File: src/rtl/ddr_cfg.svh
// Constants for the dual-rank DDR2 pin interface
`ifndef DDR_CFG_SVH
`define DDR_CFG_SVH
`define DDR_NRANK    2
`define DDR_NBANK    8
`define DDR_BAW      3
`define DDR_AW       15
`define DDR_DQW      8
`define DDR_COLW     3
`define DDR_NMR      4
`define DDR_RL       3
`define DDR_BL       4
`define DDR_A10      10
`define DDR_RTT_LO   2
`define DDR_RTT_HI   6
`define DDR_DQSN_OFF 10
`define DDR_MR_EXT1  2'h1
`define DDR_CMD_LMR  3'h0
`define DDR_CMD_REF  3'h1
`define DDR_CMD_PRE  3'h2
`define DDR_CMD_ACT  3'h3
`define DDR_CMD_WR   3'h4
`define DDR_CMD_RD   3'h5
`endif

File: src/rtl/ddr_pkg.sv
// Types shared by the DDR2 pin interface
package ddr_pkg;
  typedef enum logic [1:0] {PWR_ACT, PWR_PPD, PWR_APD, PWR_SREF} ddr_pwr_e;
  typedef logic [2:0] ddr_cmd_t;
endpackage

File: src/rtl/ddr_pin_if.sv
// Dual-rank DDR2 device pin behaviour: decode, power states, data pins
`timescale 1ns/1ns
`default_nettype none
`include "ddr_cfg.svh"
module ddr_pin_if #(
  parameter int DQW  = `DDR_DQW,
  parameter int COLW = `DDR_COLW,
  parameter int RL   = `DDR_RL
) (
  // System
  input  wire logic                   clk,
  input  wire logic                   reset,
  // Differential clock
  input  wire logic                   ck,
  input  wire logic                   ckN,
  // Per-rank control
  input  wire logic [`DDR_NRANK-1:0]  cke,
  input  wire logic [`DDR_NRANK-1:0]  csN,
  input  wire logic [`DDR_NRANK-1:0]  odt,
  // Command and address
  input  wire logic                   rasN,
  input  wire logic                   casN,
  input  wire logic                   weN,
  input  wire logic [`DDR_BAW-1:0]    ba,
  input  wire logic [`DDR_AW-1:0]     addr,
  // Data pins
  input  wire logic [DQW-1:0]         dqIn,
  output var  logic [DQW-1:0]         dqOut,
  output var  logic                   dqOe,
  input  wire logic                   dqsIn,
  output var  logic                   dqsOut,
  output var  logic                   dqsOe,
  output var  logic                   dqsNOut,
  output var  logic                   dqsNOe,
  input  wire logic                   dm,
  // Rank status
  output var  logic [`DDR_NRANK-1:0]  odtOn,
  output var  logic [`DDR_NRANK-1:0]  clkActive,
  output var  logic [`DDR_NRANK-1:0]  inBufOn
);
  // ----------------------------------------------------------------
  // Parameter checks
  // ----------------------------------------------------------------
  if (!(DQW == 4 || DQW == 8)) begin : g_badDqw
    $error("DQW must be 4 or 8");
  end
  if (RL < 1 || RL > 15) begin : g_badRl
    $error("RL must be 1 to 15");
  end
  if (COLW < 2 || COLW > 8) begin : g_badCol
    $error("COLW must be 2 to 8");
  end

  localparam int NR = `DDR_NRANK;
  localparam int IW = 1 + `DDR_BAW + COLW;
  localparam int SW = 2 + 3 * NR + 3 + `DDR_BAW + `DDR_AW + DQW + 2;

  // ----------------------------------------------------------------
  // Pin synchronisers and clock crossings
  // ----------------------------------------------------------------
  logic [SW-1:0]          pinS;
  logic                   ckS;
  logic                   ckNS;
  logic [NR-1:0]          ckeS;
  logic [NR-1:0]          csNS;
  logic [NR-1:0]          odtS;
  logic                   rasNS;
  logic                   casNS;
  logic                   weNS;
  logic [`DDR_BAW-1:0]    baS;
  logic [`DDR_AW-1:0]     addrS;
  logic [DQW-1:0]         dqS;
  logic                   dqsS;
  logic                   dmS;
  logic                   ckS_r;
  logic                   dqsS_r;
  logic                   ckRise;
  logic                   ckEdge;
  logic                   dqsEdge;
  ddr_pkg::ddr_cmd_t      cmd;

  // Data and strobe share one synchroniser so their skew is preserved
  ddr_sync #(.W(SW)) u_pinSync (
    .clk   (clk),
    .reset (reset),
    .d     ({ck, ckN, cke, csN, odt, rasN, casN, weN, ba, addr,
             dqIn, dqsIn, dm}),
    .q     (pinS)
  );

  assign {ckS, ckNS, ckeS, csNS, odtS, rasNS, casNS, weNS, baS, addrS,
          dqS, dqsS, dmS} = pinS;

  always_ff @(posedge clk) begin
    if (reset) begin
      ckS_r  <= 1'b0;
      dqsS_r <= 1'b0;
    end else begin
      ckS_r  <= ckS;
      dqsS_r <= dqsS;
    end
  end

  assign ckRise  = ckS & ~ckS_r & ~ckNS;
  assign ckEdge  = ckS ^ ckS_r;
  assign dqsEdge = dqsS ^ dqsS_r;
  assign cmd     = {rasNS, casNS, weNS};

  // ----------------------------------------------------------------
  // Per-rank decode
  // ----------------------------------------------------------------
  ddr_pkg::ddr_pwr_e      pwr_r [NR];
  logic [`DDR_NBANK-1:0]  open_r [NR];
  logic [`DDR_AW-1:0]     mode_r [NR][`DDR_NMR];
  logic [NR-1:0]          liveCmd;
  logic [NR-1:0]          srefCmd;
  logic [NR-1:0]          odtEn;
  logic [NR-1:0]          diffEn;
  logic                   rdHit;
  logic                   wrHit;
  logic                   hitRank;

  always_comb begin
    rdHit   = 1'b0;
    wrHit   = 1'b0;
    hitRank = 1'b0;
    for (int r = 0; r < NR; r++) begin
      // Masked ranks and ranks without input buffers see nothing
      liveCmd[r] = ckRise && pwr_r[r] == ddr_pkg::PWR_ACT && ckeS[r]
                   && !csNS[r];
      srefCmd[r] = ckRise && pwr_r[r] == ddr_pkg::PWR_ACT && !ckeS[r]
                   && !csNS[r] && cmd == `DDR_CMD_REF;
      odtEn[r]   = mode_r[r][`DDR_MR_EXT1][`DDR_RTT_LO]
                   | mode_r[r][`DDR_MR_EXT1][`DDR_RTT_HI];
      diffEn[r]  = !mode_r[r][`DDR_MR_EXT1][`DDR_DQSN_OFF];
      // Controller selects one rank at a time; the higher rank wins a tie
      if (liveCmd[r] && cmd == `DDR_CMD_RD) begin
        rdHit   = 1'b1;
        hitRank = 1'(r);
      end
      if (liveCmd[r] && cmd == `DDR_CMD_WR) begin
        wrHit   = 1'b1;
        hitRank = 1'(r);
      end
    end
  end

  // ----------------------------------------------------------------
  // Power states
  // ----------------------------------------------------------------
  always_ff @(posedge clk) begin
    for (int r = 0; r < NR; r++) begin
      if (reset) begin
        pwr_r[r] <= ddr_pkg::PWR_ACT;
      end else begin
        case (pwr_r[r])
          ddr_pkg::PWR_ACT: begin
            if (ckRise && !ckeS[r]) begin
              if (srefCmd[r]) begin
                pwr_r[r] <= ddr_pkg::PWR_SREF;
              end else if (|open_r[r]) begin
                pwr_r[r] <= ddr_pkg::PWR_APD;
              end else begin
                pwr_r[r] <= ddr_pkg::PWR_PPD;
              end
            end
          end
          ddr_pkg::PWR_PPD, ddr_pkg::PWR_APD: begin
            if (ckRise && ckeS[r]) begin
              pwr_r[r] <= ddr_pkg::PWR_ACT;
            end
          end
          ddr_pkg::PWR_SREF: begin
            // Clock may be stopped here, so exit needs no clock edge
            if (ckeS[r]) begin
              pwr_r[r] <= ddr_pkg::PWR_ACT;
            end
          end
          default: pwr_r[r] <= ddr_pkg::PWR_ACT;
        endcase
      end
    end
  end

  // ----------------------------------------------------------------
  // Open banks and mode registers
  // ----------------------------------------------------------------
  always_ff @(posedge clk) begin
    for (int r = 0; r < NR; r++) begin
      if (reset) begin
        open_r[r] <= '0;
      end else if (liveCmd[r]) begin
        if (cmd == `DDR_CMD_ACT) begin
          open_r[r][baS] <= 1'b1;
        end else if (cmd == `DDR_CMD_PRE) begin
          if (addrS[`DDR_A10]) begin
            open_r[r] <= '0;
          end else begin
            open_r[r][baS] <= 1'b0;
          end
        end
      end
    end
  end

  always_ff @(posedge clk) begin
    for (int r = 0; r < NR; r++) begin
      for (int m = 0; m < `DDR_NMR; m++) begin
        if (reset) begin
          mode_r[r][m] <= '0;
        end else if (liveCmd[r] && cmd == `DDR_CMD_LMR && !baS[2]
                     && baS[1:0] == 2'(m)) begin
          mode_r[r][m] <= addrS;
        end
      end
    end
  end

  // ----------------------------------------------------------------
  // Rank status outputs
  // ----------------------------------------------------------------
  logic [NR-1:0] odtOn_r;
  logic [NR-1:0] clkActive_r;
  logic [NR-1:0] inBufOn_r;

  always_ff @(posedge clk) begin
    for (int r = 0; r < NR; r++) begin
      if (reset) begin
        odtOn_r[r]     <= 1'b0;
        clkActive_r[r] <= 1'b0;
        inBufOn_r[r]   <= 1'b0;
      end else begin
        clkActive_r[r] <= pwr_r[r] != ddr_pkg::PWR_SREF
                          && (pwr_r[r] == ddr_pkg::PWR_ACT
                              || ckeS[r]);
        inBufOn_r[r]   <= pwr_r[r] == ddr_pkg::PWR_ACT;
        if (!odtEn[r] || pwr_r[r] == ddr_pkg::PWR_SREF) begin
          odtOn_r[r] <= 1'b0;
        end else if (ckRise) begin
          odtOn_r[r] <= odtS[r];
        end
      end
    end
  end

  // ----------------------------------------------------------------
  // Storage and write path
  // ----------------------------------------------------------------
  logic [DQW-1:0]         mem_r [2**IW];
  logic                   wrArm_r;
  logic [IW-1:0]          wrBase_r;
  logic [2:0]             wrBeat_r;
  logic [IW-1:0]          wrIdx;
  logic [DQW-1:0]         memPrev_r;

  assign wrIdx = {wrBase_r[IW-1:COLW],
                  COLW'(wrBase_r[COLW-1:0] + COLW'(wrBeat_r))};

  always_ff @(posedge clk) begin
    if (reset) begin
      wrArm_r  <= 1'b0;
      wrBase_r <= '0;
      wrBeat_r <= '0;
    end else if (wrHit) begin
      // Strobe must idle low until the first beat's rising edge
      wrArm_r  <= 1'b1;
      wrBase_r <= {hitRank, baS, addrS[COLW-1:0]};
      wrBeat_r <= '0;
    end else if (wrArm_r && dqsEdge) begin
      wrBeat_r <= wrBeat_r + 3'h1;
      if (wrBeat_r == 3'(`DDR_BL - 1)) begin
        wrArm_r <= 1'b0;
      end
    end
  end

  always_ff @(posedge clk) begin
    memPrev_r <= mem_r[wrIdx];
    if (wrArm_r && dqsEdge && !dmS) begin
      mem_r[wrIdx] <= dqS;
    end
  end

  // ----------------------------------------------------------------
  // Read path
  // ----------------------------------------------------------------
  logic                   rdPend_r;
  logic                   rdRun_r;
  logic [3:0]             rdWait_r;
  logic [2:0]             rdBeat_r;
  logic [IW-1:0]          rdBase_r;
  logic                   rdRank;
  logic [DQW-1:0]         dqOut_r;
  logic                   dqOe_r;
  logic                   dqsOut_r;
  logic                   dqsOe_r;
  logic                   dqsNOe_r;
  logic                   dqsNOut_r;
  logic [IW-1:0]          rdIdx;

  assign rdRank = rdBase_r[IW-1];
  assign rdIdx  = {rdBase_r[IW-1:COLW],
                   COLW'(rdBase_r[COLW-1:0] + COLW'(rdBeat_r))};

  always_ff @(posedge clk) begin
    if (reset) begin
      rdPend_r <= 1'b0;
      rdRun_r  <= 1'b0;
      rdWait_r <= '0;
      rdBeat_r <= '0;
      rdBase_r <= '0;
      dqOut_r  <= '0;
      dqOe_r   <= 1'b0;
      dqsOut_r <= 1'b0;
      dqsOe_r  <= 1'b0;
      dqsNOe_r <= 1'b0;
      dqsNOut_r <= 1'b1;
    end else if (rdHit) begin
      rdPend_r <= 1'b1;
      rdWait_r <= '0;
      rdBase_r <= {hitRank, baS, addrS[COLW-1:0]};
    end else if (rdPend_r && ckRise) begin
      // Latency counted in link clock cycles from the command
      rdWait_r <= rdWait_r + 4'h1;
      if (rdWait_r == 4'(RL - 1)) begin
        rdPend_r <= 1'b0;
        rdRun_r  <= 1'b1;
        rdBeat_r <= '0;
        dqsOe_r  <= 1'b1;
        dqsOut_r <= 1'b0;
        dqsNOut_r <= 1'b1;
        dqsNOe_r <= diffEn[rdRank];
      end
    end else if (rdRun_r && ckEdge) begin
      if (rdBeat_r == 3'(`DDR_BL)) begin
        rdRun_r  <= 1'b0;
        dqOe_r   <= 1'b0;
        dqsOe_r  <= 1'b0;
        dqsNOe_r <= 1'b0;
        dqsOut_r <= 1'b0;
        dqsNOut_r <= 1'b1;
      end else begin
        dqOe_r   <= 1'b1;
        dqOut_r  <= mem_r[rdIdx];
        dqsOut_r <= ~rdBeat_r[0];
        dqsNOut_r <= rdBeat_r[0];
        rdBeat_r <= rdBeat_r + 3'h1;
      end
    end
  end

  assign dqOut     = dqOut_r;
  assign dqOe      = dqOe_r;
  assign dqsOut    = dqsOut_r;
  assign dqsOe     = dqsOe_r;
  assign dqsNOut   = dqsNOut_r;
  assign dqsNOe    = dqsNOe_r;
  assign odtOn     = odtOn_r;
  assign clkActive = clkActive_r;
  assign inBufOn   = inBufOn_r;
endmodule // ddr_pin_if
`default_nettype wire

File: src/rtl/ddr_sync.sv
// Two-stage synchroniser for pins from outside the clock domain
`timescale 1ns/1ns
`default_nettype none
module ddr_sync #(
  parameter int W = 1
) (
  // System
  input  wire logic         clk,
  input  wire logic         reset,
  // Pins in, synchronised out
  input  wire logic [W-1:0] d,
  output var  logic [W-1:0] q
);
  logic [W-1:0] meta_r;

  always_ff @(posedge clk) begin
    if (reset) begin
      meta_r <= '0;
      q      <= '0;
    end else begin
      meta_r <= d;
      q      <= meta_r;
    end
  end
endmodule // ddr_sync
`default_nettype wire

File: config.mk
export PLATFORM = sky130hd
export DESIGN_NAME = ddr_pin_if
export DESIGN_NICKNAME = d
export VERILOG_FILES = /design/src/rtl/ddr_pkg.sv /design/src/rtl/ddr_pin_if.sv /design/src/rtl/ddr_sync.sv
export VERILOG_INCLUDE_DIRS = /design/src /design/src/rtl
export SDC_FILE = /design/constraint.sdc
export NUM_CORES = 1
export LEC_CHECK = 0
export BUFFER_PORTS_ARGS = -buffer_cell sky130_fd_sc_hd__clkbuf_2
export CAP_MARGIN = 30
export CORE_ASPECT_RATIO = 2
export CORE_MARGIN = 4
export CORE_UTILIZATION = 25
export CTS_CLUSTER_DIAMETER = 80
export DETAILED_ROUTE_END_ITERATION = 16
export GPL_TIMING_DRIVEN = 0
export PLACE_DENSITY = 0.43
export SYNTH_ARGS = -nofsm -noshare
export SYNTH_HDL_FRONTEND = slang
export SYNTH_SLANG_ARGS = --single-unit
File: constraint.sdc
create_clock -name clk -period 3 [get_ports clk]
set_clock_uncertainty 0.2 [all_clocks]
set_input_delay 0.15 -clock clk [delete_from_list [all_inputs] [get_ports clk]]
set_output_delay 0.15 -clock clk [all_outputs]
set_load 0.01 [all_outputs]
# Yosys cells after proc, flatten, opt, wreduce, memory -nomap -nowiden
# Memories as Yosys holds them, arrays and structs flattened. A register that Yosys moved wholly into a read port is not among the register bits.
# Index checks and enable logic that the tools add are counted.
# classes
n_div	0
n_mux	202
order_cmp	3
n_shift	0
mul	0
n_bitwise	78
n_eq_ne	21
reduce_logical	78
addsub	5
# ops
cell	n
$mux 1	175
$mux 15	8
$or 1x1->1	68
$logic_and 1x1->1	39
$mux 8	4
$mux 2	10
$reduce_or 8->1	2
$eq 2x2->1 const B	6
$mux 3	4
$reduce_and 4->1	3
$reduce_bool 2->1	6
$reduce_or 2->1	6
$logic_not 1->1	10
$eq 3x2->1 const B	3
$eq 3x3->1 const B	3
$add 3x1->3 const B	2
$add 3x3->3	2
$eq 2x1->1 const B	3
$logic_not 2->1	3
$ne 2x2->1 const B	3
$not 1->1	6
$reduce_and 3->1	2
$add 4x1->4 const B	1
$eq 4x2->1 const B	1
other kinds (11)	17
# totals
latchBits	0
ramBits	1164
regBits	117
output_inout_bits	19
word_cells	411
n_memories	4
romBits	0
# mem_list
name	words	word_bits	rd	rd_ports_with_merged_regs	wr	line	text
mem_r	128	8	1	1	1	ddr_pin_if.sv:249	logic [DQW-1:0] mem_r [2**IW];
mode_r	2	60	2	0	2	ddr_pin_if.sv:114	logic [`DDR_AW-1:0] mode_r [NR][`DDR_NMR];
open_r	2	8	2	0	2	ddr_pin_if.sv:113	logic [`DDR_NBANK-1:0] open_r [NR];
pwr_r	2	2	2	0	2	ddr_pin_if.sv:112	ddr_pkg::ddr_pwr_e pwr_r [NR];

# Depth between registers and ports, before layout
# Gate-level depths: netlist (run 1).
# depth
ltp_word	17
mapped_depth	12
mapped_depth_nobuf	8

# By module
# Synthesis (run 1) repeated with hierarchy kept, for this count alone.
# unflattened
cells_unflattened	2397
area_unflattened_um2	45247.1
# by_module_without_submodules
module	instances	area_each_um2	cells_each
ddr_pin_if	1	43142.6	2233
ddr_sync	1	2104.5	164

# Least setup slack after synthesis (run 1)
# Ideal clock, no wire load.
# synth_timing
path_type	register -> register
from	register rdBeat_r[0]
to	register dqOut_r[1] (netlist: dqOut[1]), read port of mem_r
setup_slack_ns	0.020
required_time_ns	2.683
setup_time_ns	0.117
path_buffers	3
arrival_time_ns	2.663
path_stages_with_launch	12
cell_sequence	dfxtp_1 -> ha_1 -> fa_1 -> buf_4 -> buf_2 -> buf_1 -> mux4_2 -> nand2_1 -> nand3_1 -> a311oi_1 -> nor3_1 -> a22o_1
# synth_via
elab_chain_len	3
# synth_lines
element	line	text
start: declaration	ddr_pin_if.sv:290	logic [2:0] rdBeat_r;
start signal: assignment	ddr_pin_if.sv:347	rdBeat_r <= rdBeat_r + 3'h1;
$eq 3x3->1	ddr_pin_if.sv:335	if (rdBeat_r == 3'(`DDR_BL)) begin
$not 1->1 (no line)	--	
$reduce_and 4->1 (no line)	--	
end: declaration	ddr_pin_if.sv:293	logic [DQW-1:0] dqOut_r;
# Parallel ways exist; a longest one is shown, timed or not.
# A chain may end at the register's enable or synchronous reset.

# Worst setup path in the final report (run 1)
# layout_timing
from	register rdBeat_r[0]
to	register dqOut_r[0] (netlist: dqOut[0]), read port of mem_r
# Same word-level chain as after synthesis.

==> key figures, run 1 <==
Synthesis
  – Synth async-reset ratio: 0%
  – Syn_area_per_cell: 18.7 sq um
  – Mapped Area: ~45000 sq um
  – Syn Inst Count: 2391
  – #FFs+latches synth: between 1k and 1.5k
  – Syn. warnings: 0
  – Post-synth cell types: 56
  – Post-synthesis net count: 2447
  – Ys flop type: edfxtp_1
  – Register area share after synthesis: roughly three quarters
  – EDFF count, synth: about 1.1k

Die
  – IO Count: 60
  – Die Y-Extent: approximately 600 um
  – # rows: around 220
  – Core region area: 178000 sq um
  – Die width: 307 um
  – Starting density of the core: between 20% and 30%
  – Die area: ~190000 sq um

Clock network
  – Clock Path Buffers: 3
  – H-Tree Depth: 3
  – CTS Root Cell: clkbuf_16
  – Clock sinks: between 1k and 1.5k
  – Num CTS Buffers: a little under 100
  – CTS tree: built
  – Clk Latency, worst-skew pair: 0.70 ns
  – Clock-pin slew on the worst setup and hold paths: ~0.07 ns

Timing
  – Rel. slew slack: a little under a quarter
  – Fmax achieved: 276 MHz
  – Slew Viols, Final: 0
  – Fin crit period: 3.62 ns
  – Tcrit/Tclk final: 121%
  – RSZ-0062 raised after global routing: true
  – Setup TNS: -3.63 ns
  – Endpoints failing hold: 0
  – Setup Viol. Count Final: 8
  – Final worst slack: -0.622 ns
  – WHS: about 0.047 ns
  – Worst Tran Pin Value: between 1 and 1.5 ns

Placed design
  – Placement Setup Slack: -1.61 ns
  – IO buf count: 49
  – GPL Wtd Cong: 0.893
  – Final HPWL DP: between 100000 and 150000 um
  – Placement Cell Area: between 40000 and 50000 sq um

Power and ir drop
  – VDD IR max: 0.474 mV
  – Power Total: about 31 mW
  – Clock power frac: between 40% and 50%
  – P per Cell Area: 560 nW/um^2
  – Comb pwr share: under 10%
  – Part of the power in registers: 55.9%
  – Switching share of power: slightly above 20%
  – Internal: 25.0 mW
  – Net Sw Power: 6.47 mW
  – Total leakage power: 17.5 nW

Routing
  – DRT Pass-1 Iters: 5
  – Max Used Layer: met5
  – DRT iter0 DRCs: between 1.5k and 2k
  – Met3 Wirelength: approximately 5000 um
  – Met1 wire length: 47500 um
  – Residual DRC: 0
  – Routed wire length: roughly 150000 um
  – Routed WL per cell: around 29 um
  – Antenna Violating Nets Remaining: 0
  – Vias/cell: about 4.7
  – Total number of vias: 24.1k
  – Met2 Routed Length: about 86000 um

Global routing
  – Remaining Overflow, GRT: 0
  – Global-route wire length before repair: about 210000 um
  – Gr usage total: approximately 16%
  – Antenna violations before repair: 2
  – Number of global-route vias before repair: between 20k and 30k
  – Largest net degree at the start of global routing: between 80 and 90

Worst setup path
  – Worst-path cell chain: ha_4, fa_2, buf_12, buf_12, clkbuf_16, buf_12, mux4_2, mux2i_4, a32oi_2, nand4_1, o311ai_2, a22o_1
  – Element type at the critical path end: register
  – CP peak stage delay: 0.59 ns
  – Slowest cell on crit path: fa_2
  – Startpoint Class: register
  – Most frequent CP cell: buf_12
  – Path type of the worst setup path: reg -> reg
  – Largest delay share family, worst path: multiplexers
  – Bufs and invs on worst path: 4
  – Crit path max fanout: 8
  – Data required, critical path: about 3.4 ns
  – CP Data Arrival Time: about 4 ns
  – Setup slack, reg-to-reg: -0.62 ns

Worst hold path
  – Hold Crit Class: in -> reg

Layout
  – Synth-to-layout area growth: 25.7%
  – Share of cells above drive strength 1: between 30% and 40%
  – Commonest non-fill, non-tap cells in the layout: edfxtp_1, mux4_2, nand2_1
  – Most common cell after layout, fill and taps aside: edfxtp_1
  – Nets@finish: 2805
  – Post-route cell area: about 56000 sq um

Run status
  – Failing checks: setup timing
  – Status: finished, violations left

Job
  – MaxCap Viol Count: 0
==> per-stage QoR <==
stage,util [%],std cells
final,31.6,5155
after global routing,31.6,5155
after CTS,31.4,5149
after detailed placement,27.3,4809
after global placement,26.9,4760
after floorplan,-,2391
==> cell usage after synthesis (2+ instances only) <==
| library cell | number | share of area, % |
|---|---|---|
| a31oi_1 | 13 | 0.18 |
| nand4b_1 | 2 | 0.039 |
| o311ai_1 | 3 | 0.059 |
| a32o_1 | 9 | 0.20 |
| nor3_1 | 10 | 0.11 |
| o21ai_0 | 7 | 0.078 |
| clkbuf_1 | 54 | 0.45 |
| mux4_2 | 249 | 13 |
| nor4_1 | 14 | 0.20 |
| a22oi_1 | 8 | 0.13 |
| nand3_1 | 56 | 0.63 |
| a21o_1 | 17 | 0.29 |
| or3_1 | 2 | 0.028 |
| buf_1 | 13 | 0.11 |
| o22ai_1 | 6 | 0.084 |
| a311oi_1 | 10 | 0.20 |
| a22o_1 | 8 | 0.16 |
| a21oi_1 | 34 | 0.38 |
| nor2_1 | 220 | 1.8 |
| nand2b_1 | 6 | 0.084 |
| fa_1 | 2 | 0.090 |
| nand3b_1 | 9 | 0.15 |
| nor4b_1 | 2 | 0.039 |
| buf_6 | 2 | 0.050 |
| dfxtp_1 | 105 | 4.7 |
| xor2_1 | 5 | 0.098 |
| nand2_1 | 204 | 1.7 |
| nand4_1 | 9 | 0.13 |
| ha_1 | 13 | 0.36 |
| edfxtp_1 | 1050 | 71 |
| inv_1 | 13 | 0.11 |
| buf_4 | 25 | 0.42 |
| mux2i_1 | 61 | 1.4 |
| buf_2 | 31 | 0.35 |
| o21bai_1 | 3 | 0.050 |
| nor3b_1 | 2 | 0.034 |
| and2_1 | 7 | 0.098 |
| a32oi_1 | 16 | 0.31 |
| o311ai_0 | 3 | 0.059 |
| xnor2_1 | 4 | 0.078 |
| nor2b_1 | 69 | 0.97 |
==> worst paths after layout <==
path,from,to,depth (start not counted)
max reg2reg,rdBeat_r[0],dqOut[0],12
min reg2reg,u_pinSync.meta_r[12],u_pinSync.q[12],1
min,odt[1],u_pinSync.meta_r[32],3
max,rdBeat_r[0],dqOut[0],12
==> power by group through the flow <==
stage | clock network [mW] | logic, mW | registers [mW]
global placement | 0 | 0.161 | 18.1
detailed placement | 0 | 0.306 | 18.0
floorplan | 0 | 0.0941 | 18.0
CTS | 13.8 | 0.362 | 17.6
global route | 14.4 | 0.388 | 17.6
finish | 13.5 | 0.357 | 17.6
==> timing repair <==
item | in CTS | in global routing
gates resized for setup | 505 | 56
setup buffers | 101 | 3
gates cloned | 2 | 2
pin swaps | 81 | 37
endpoints found under the hold margin | 31 | 0
endpoints found under the setup margin | 1031 | 185
hold buffers | 54 | 0
==> worst min-delay path, cell delays in order <==
cell,delay (ns)
dlygate4sd3_1,0.52
clkbuf_2,0.09
nor2b_1,0.14
==> flip-flops by register name (all words and copies together) (netlist names), 2 cells and up <==
name and flops:
mem_r 1024, u_pinSync.meta_r 29, u_pinSync.q 29, open_r 16, dqOut 8, rdBase_r 7
wrBase_r 7, mode_r 6, pwr_r 4, rdWait_r 4, rdBeat_r 3, wrBeat_r 3
clkActive 2, inBufOn 2, odtOn 2
==> metal layers <==
| metal | track usage, % | up-vias |
|---|---|---|
| li1 | - | 10219 |
| met1 | 15.2 | 12887 |
| met2 | 32.2 | 731 |
| met3 | 1.57 | 270 |
| met4 | 9.91 | 2 |
| met5 | 0 | - |
==> cell type report <==
class                           count  area [sq um]
Antenna cell                        1          2.50
Buffer                            126          1330
Clock buffer                      117          2640
Clock inverter                     68           689
Fill cell                       17025        122000
Inverter                           13          48.8
Multi-Input combinational cell   1096         12000
Sequential cell                  1155         33700
Tap cell                         2320          2900
Timing Repair Buffer              259          2890
==> kinds of logic after synthesis <==
| family | after synthesis | synth area share (%) |
|---|---|---|
| AO/OA/AOI/OAI | 144 | 2.35 |
| AND/OR/NAND/NOR | 616 | 6.14 |
| buffers and inverters | 140 | 1.57 |
| multiplexers | 310 | 13.9 |
| adder cells (fa/ha/maj) | 15 | 0.454 |
| XOR/XNOR | 11 | 0.280 |
| flip-flops | 1155 | 75.3 |
No activity file was read; power rests on OpenSTA's default activity.
==> run 2, diff against run 1 <==
==> constraint.sdc (replaced) <==
create_clock -name clk -period 2.9 [get_ports clk]
set_clock_uncertainty 0.2 [all_clocks]
set_input_delay 0.145 -clock clk [delete_from_list [all_inputs] [get_ports clk]]
set_output_delay 0.145 -clock clk [all_outputs]
set_load 0.01 [all_outputs]
==> key figures, run 2 (same netlist as run 1, synthesis figures left out) <==
Routing
  – Total number of vias: 24.5k (was 24.1k)
  – Residual DRC: 0 (unchanged)
  – Max Used Layer: met4 (was met5)
  – Met3 Wirelength: 5280 um (was 5130 um)
  – Routed wire length: 152000 um (was 150000 um)
  – Vias/cell: 4.69 (was 4.68)
  – DRT Pass-1 Iters: 5 (unchanged)
  – DRT iter0 DRCs: 2163 (was 1878)
  – Antenna Violating Nets Remaining: 0 (unchanged)
  – Met1 wire length: 48100 um (was 47500 um)
  – Met2 Routed Length: 87400 um (was 85800 um)
  – Routed WL per cell: 29.1 um (about the same)

Timing
  – Tcrit/Tclk final: 124% (was 121%)
  – RSZ-0062 raised after global routing: true (unchanged)
  – Slew Viols, Final: 0 (unchanged)
  – Worst Tran Pin Value: 1.12 ns (was 1.16 ns)
  – Endpoints failing hold: 0 (unchanged)
  – Rel. slew slack: 25.3% (was 22.7%)
  – Final worst slack: -0.685 ns (was -0.622 ns)
  – Fmax achieved: 279 MHz (was 276 MHz)
  – Fin crit period: 3.59 ns (was 3.62 ns)
  – Setup Viol. Count Final: 18 (was 8)

Die
  – Die Y-Extent: 606 um (unchanged)
  – IO Count: 60 (unchanged)
  – Starting density of the core: 25.1% (unchanged)
  – Die width: 307 um (unchanged)
  – Core region area: 178000 sq um (unchanged)
  – Die area: 186000 sq um (unchanged)
  – # rows: 219 (unchanged)

Global routing
  – Antenna violations before repair: 2 (unchanged)
  – Largest net degree at the start of global routing: 81 (was 85)
  – Number of global-route vias before repair: 26.4k (was 25.8k)
  – Global-route wire length before repair: 209000 um (was 207000 um)
  – Remaining Overflow, GRT: 0 (unchanged)
  – Gr usage total: 16.1% (was 16.0%)

Clock network
  – CTS tree: built (unchanged)
  – Clock Path Buffers: 3 (unchanged)
  – Num CTS Buffers: 97 (was 98)
  – Clock-pin slew on the worst setup and hold paths: 0.07 ns (about the same)
  – Clk Latency, worst-skew pair: 0.68 ns (was 0.70 ns)
  – CTS Root Cell: clkbuf_16 (unchanged)
  – Clock sinks: 1155 (unchanged)
  – H-Tree Depth: 3 (unchanged)

Layout
  – Layout Cells excl Fill: 5215 (was 5155)
  – Share of cells above drive strength 1: 35.7% (was 33.1%)
  – Synth-to-layout area growth: 28.1% (was 25.7%)
  – Max reg flops: 1024 (unchanged)
  – Commonest non-fill, non-tap cells in the layout: edfxtp_1, mux4_2, nand2_1 (unchanged)
  – Top Registers: mem_r x1024, u_pinSync.meta_r x29, u_pinSync.q x29 (unchanged)
  – Most common cell after layout, fill and taps aside: edfxtp_1 (unchanged)
  – Nets@finish: 2869 (was 2805)
  – Fill count: 17.0k (about the same)
  – Top reg by flops: mem_r (unchanged)

Placed design
  – Inst Count DP: 4799 (was 4809)
  – GPL Wtd Cong: 0.888 (was 0.893)
  – Final HPWL DP: 105000 um (was 106000 um)
  – IO buf count: 49 (unchanged)

Power and ir drop
  – Power Total: 32.4 mW (was 31.5 mW)
  – VDD IR max: 0.481 mV (was 0.474 mV)
  – Total leakage power: 17.9 nW (was 17.5 nW)
  – P per Cell Area: 566 nW/um^2 (was 560 nW/um^2)

Worst setup path
  – CP Data Arrival Time: 4.02 ns (about the same)
  – Element type at the critical path end: register (unchanged)
  – Crit path max fanout: 8 (unchanged)
  – Path type of the worst setup path: reg -> reg (unchanged)
  – Startpoint Class: register (unchanged)
  – Data required, critical path: 3.33 ns (was 3.40 ns)

Run status
  – Failing checks: setup timing (unchanged)
  – Status: finished, violations left (unchanged)

Worst hold path
  – Hold Crit Class: in -> reg (unchanged)

Job
  – MaxCap Viol Count: 0 (unchanged)
==> run 2: final timing paths <==
| kind | start | to | cells past startpoint | slack, ns |
|---|---|---|---|---|
| min | dqIn[4] | u_pinSync.meta_r[6] | 3 | 0.05 |
| max | rdBeat_r[0] | dqOut[6] | 11 | -0.69 |
| max reg2reg | rdBeat_r[0] | dqOut[6] | 11 | -0.69 |
| min reg2reg | u_pinSync.meta_r[28] | u_pinSync.q[28] | 1 | 0.24 |
==> run 2: metrics by stage <==
| step | cell area, sq um | worst slack (ns) | TNS [ns] | utilization, % | hold WS [ns] |
|---|---|---|---|---|---|
| after floorplan | 44700 | 0.0233 | 0 | - | 0.0732 |
| after global placement | 47800 | -2.32 | -3767.10 | 26.9 | 0.153 |
| after detailed placement | 48500 | -2.23 | -950.03 | 27.3 | 0.157 |
| after CTS | 56200 | -0.736 | -6.69 | 31.6 | 0.00377 |
| after global routing | 57200 | -0.678 | -7.43 | 32.2 | 0.0515 |
| final | 57200 | -0.685 | -4.67 | 32.2 | 0.0513 |
==> run 2: cell type report <==
type	instances	area (sq um)	share of cell area, %
multi-input combinational	1096	12300	21.4
tap	2320	2900	5.07
clock buffer	114	2570	4.50
sequential	1155	33700	58.8
antenna	1	2.50	0.00437
timing repair buffer	327	3750	6.55
inverter	13	48.8	0.0853
clock inverter	66	711	1.24
buffer	123	1310	2.29
==> run 2: where the power goes <==
group | internal, mW | switching, mW
registers | 18.1 | 0.0952
clock network | 7.50 | 6.32
logic | 0.143 | 0.244
total | 25.7 | 6.66
==> run 2: worst max-delay path, stage by stage (launching register included) <==
cell and delay (ns):
dfxtp_4 0.36, ha_4 0.16, fa_2 0.62, buf_12 0.17
buf_12 0.15, clkbuf_16 0.16, mux4_2 0.30, nand2_2 0.08
a32oi_4 0.52, a31oi_4 0.17, nor4_4 0.41, a22o_1 0.20
==> run 2: what timing repair did <==
| action | CTS | global route |
|---|---|---|
| gates resized for setup | 517 | 109 |
| hold buffers | 54 | 0 |
| endpoints found under the hold margin | 44 | 0 |
| pin swaps | 97 | 49 |
| setup endpoints to repair | 1047 | 813 |
| setup buffers | 129 | 47 |
| cloned | 4 | 5 |
==> run 2: routing by layer <==
metal,up-vias,global-route usage (%)
li1,10344,-
met1,13127,15.3
met2,736,32.6
met3,270,1.76
met4,0,9.21
met5,-,0
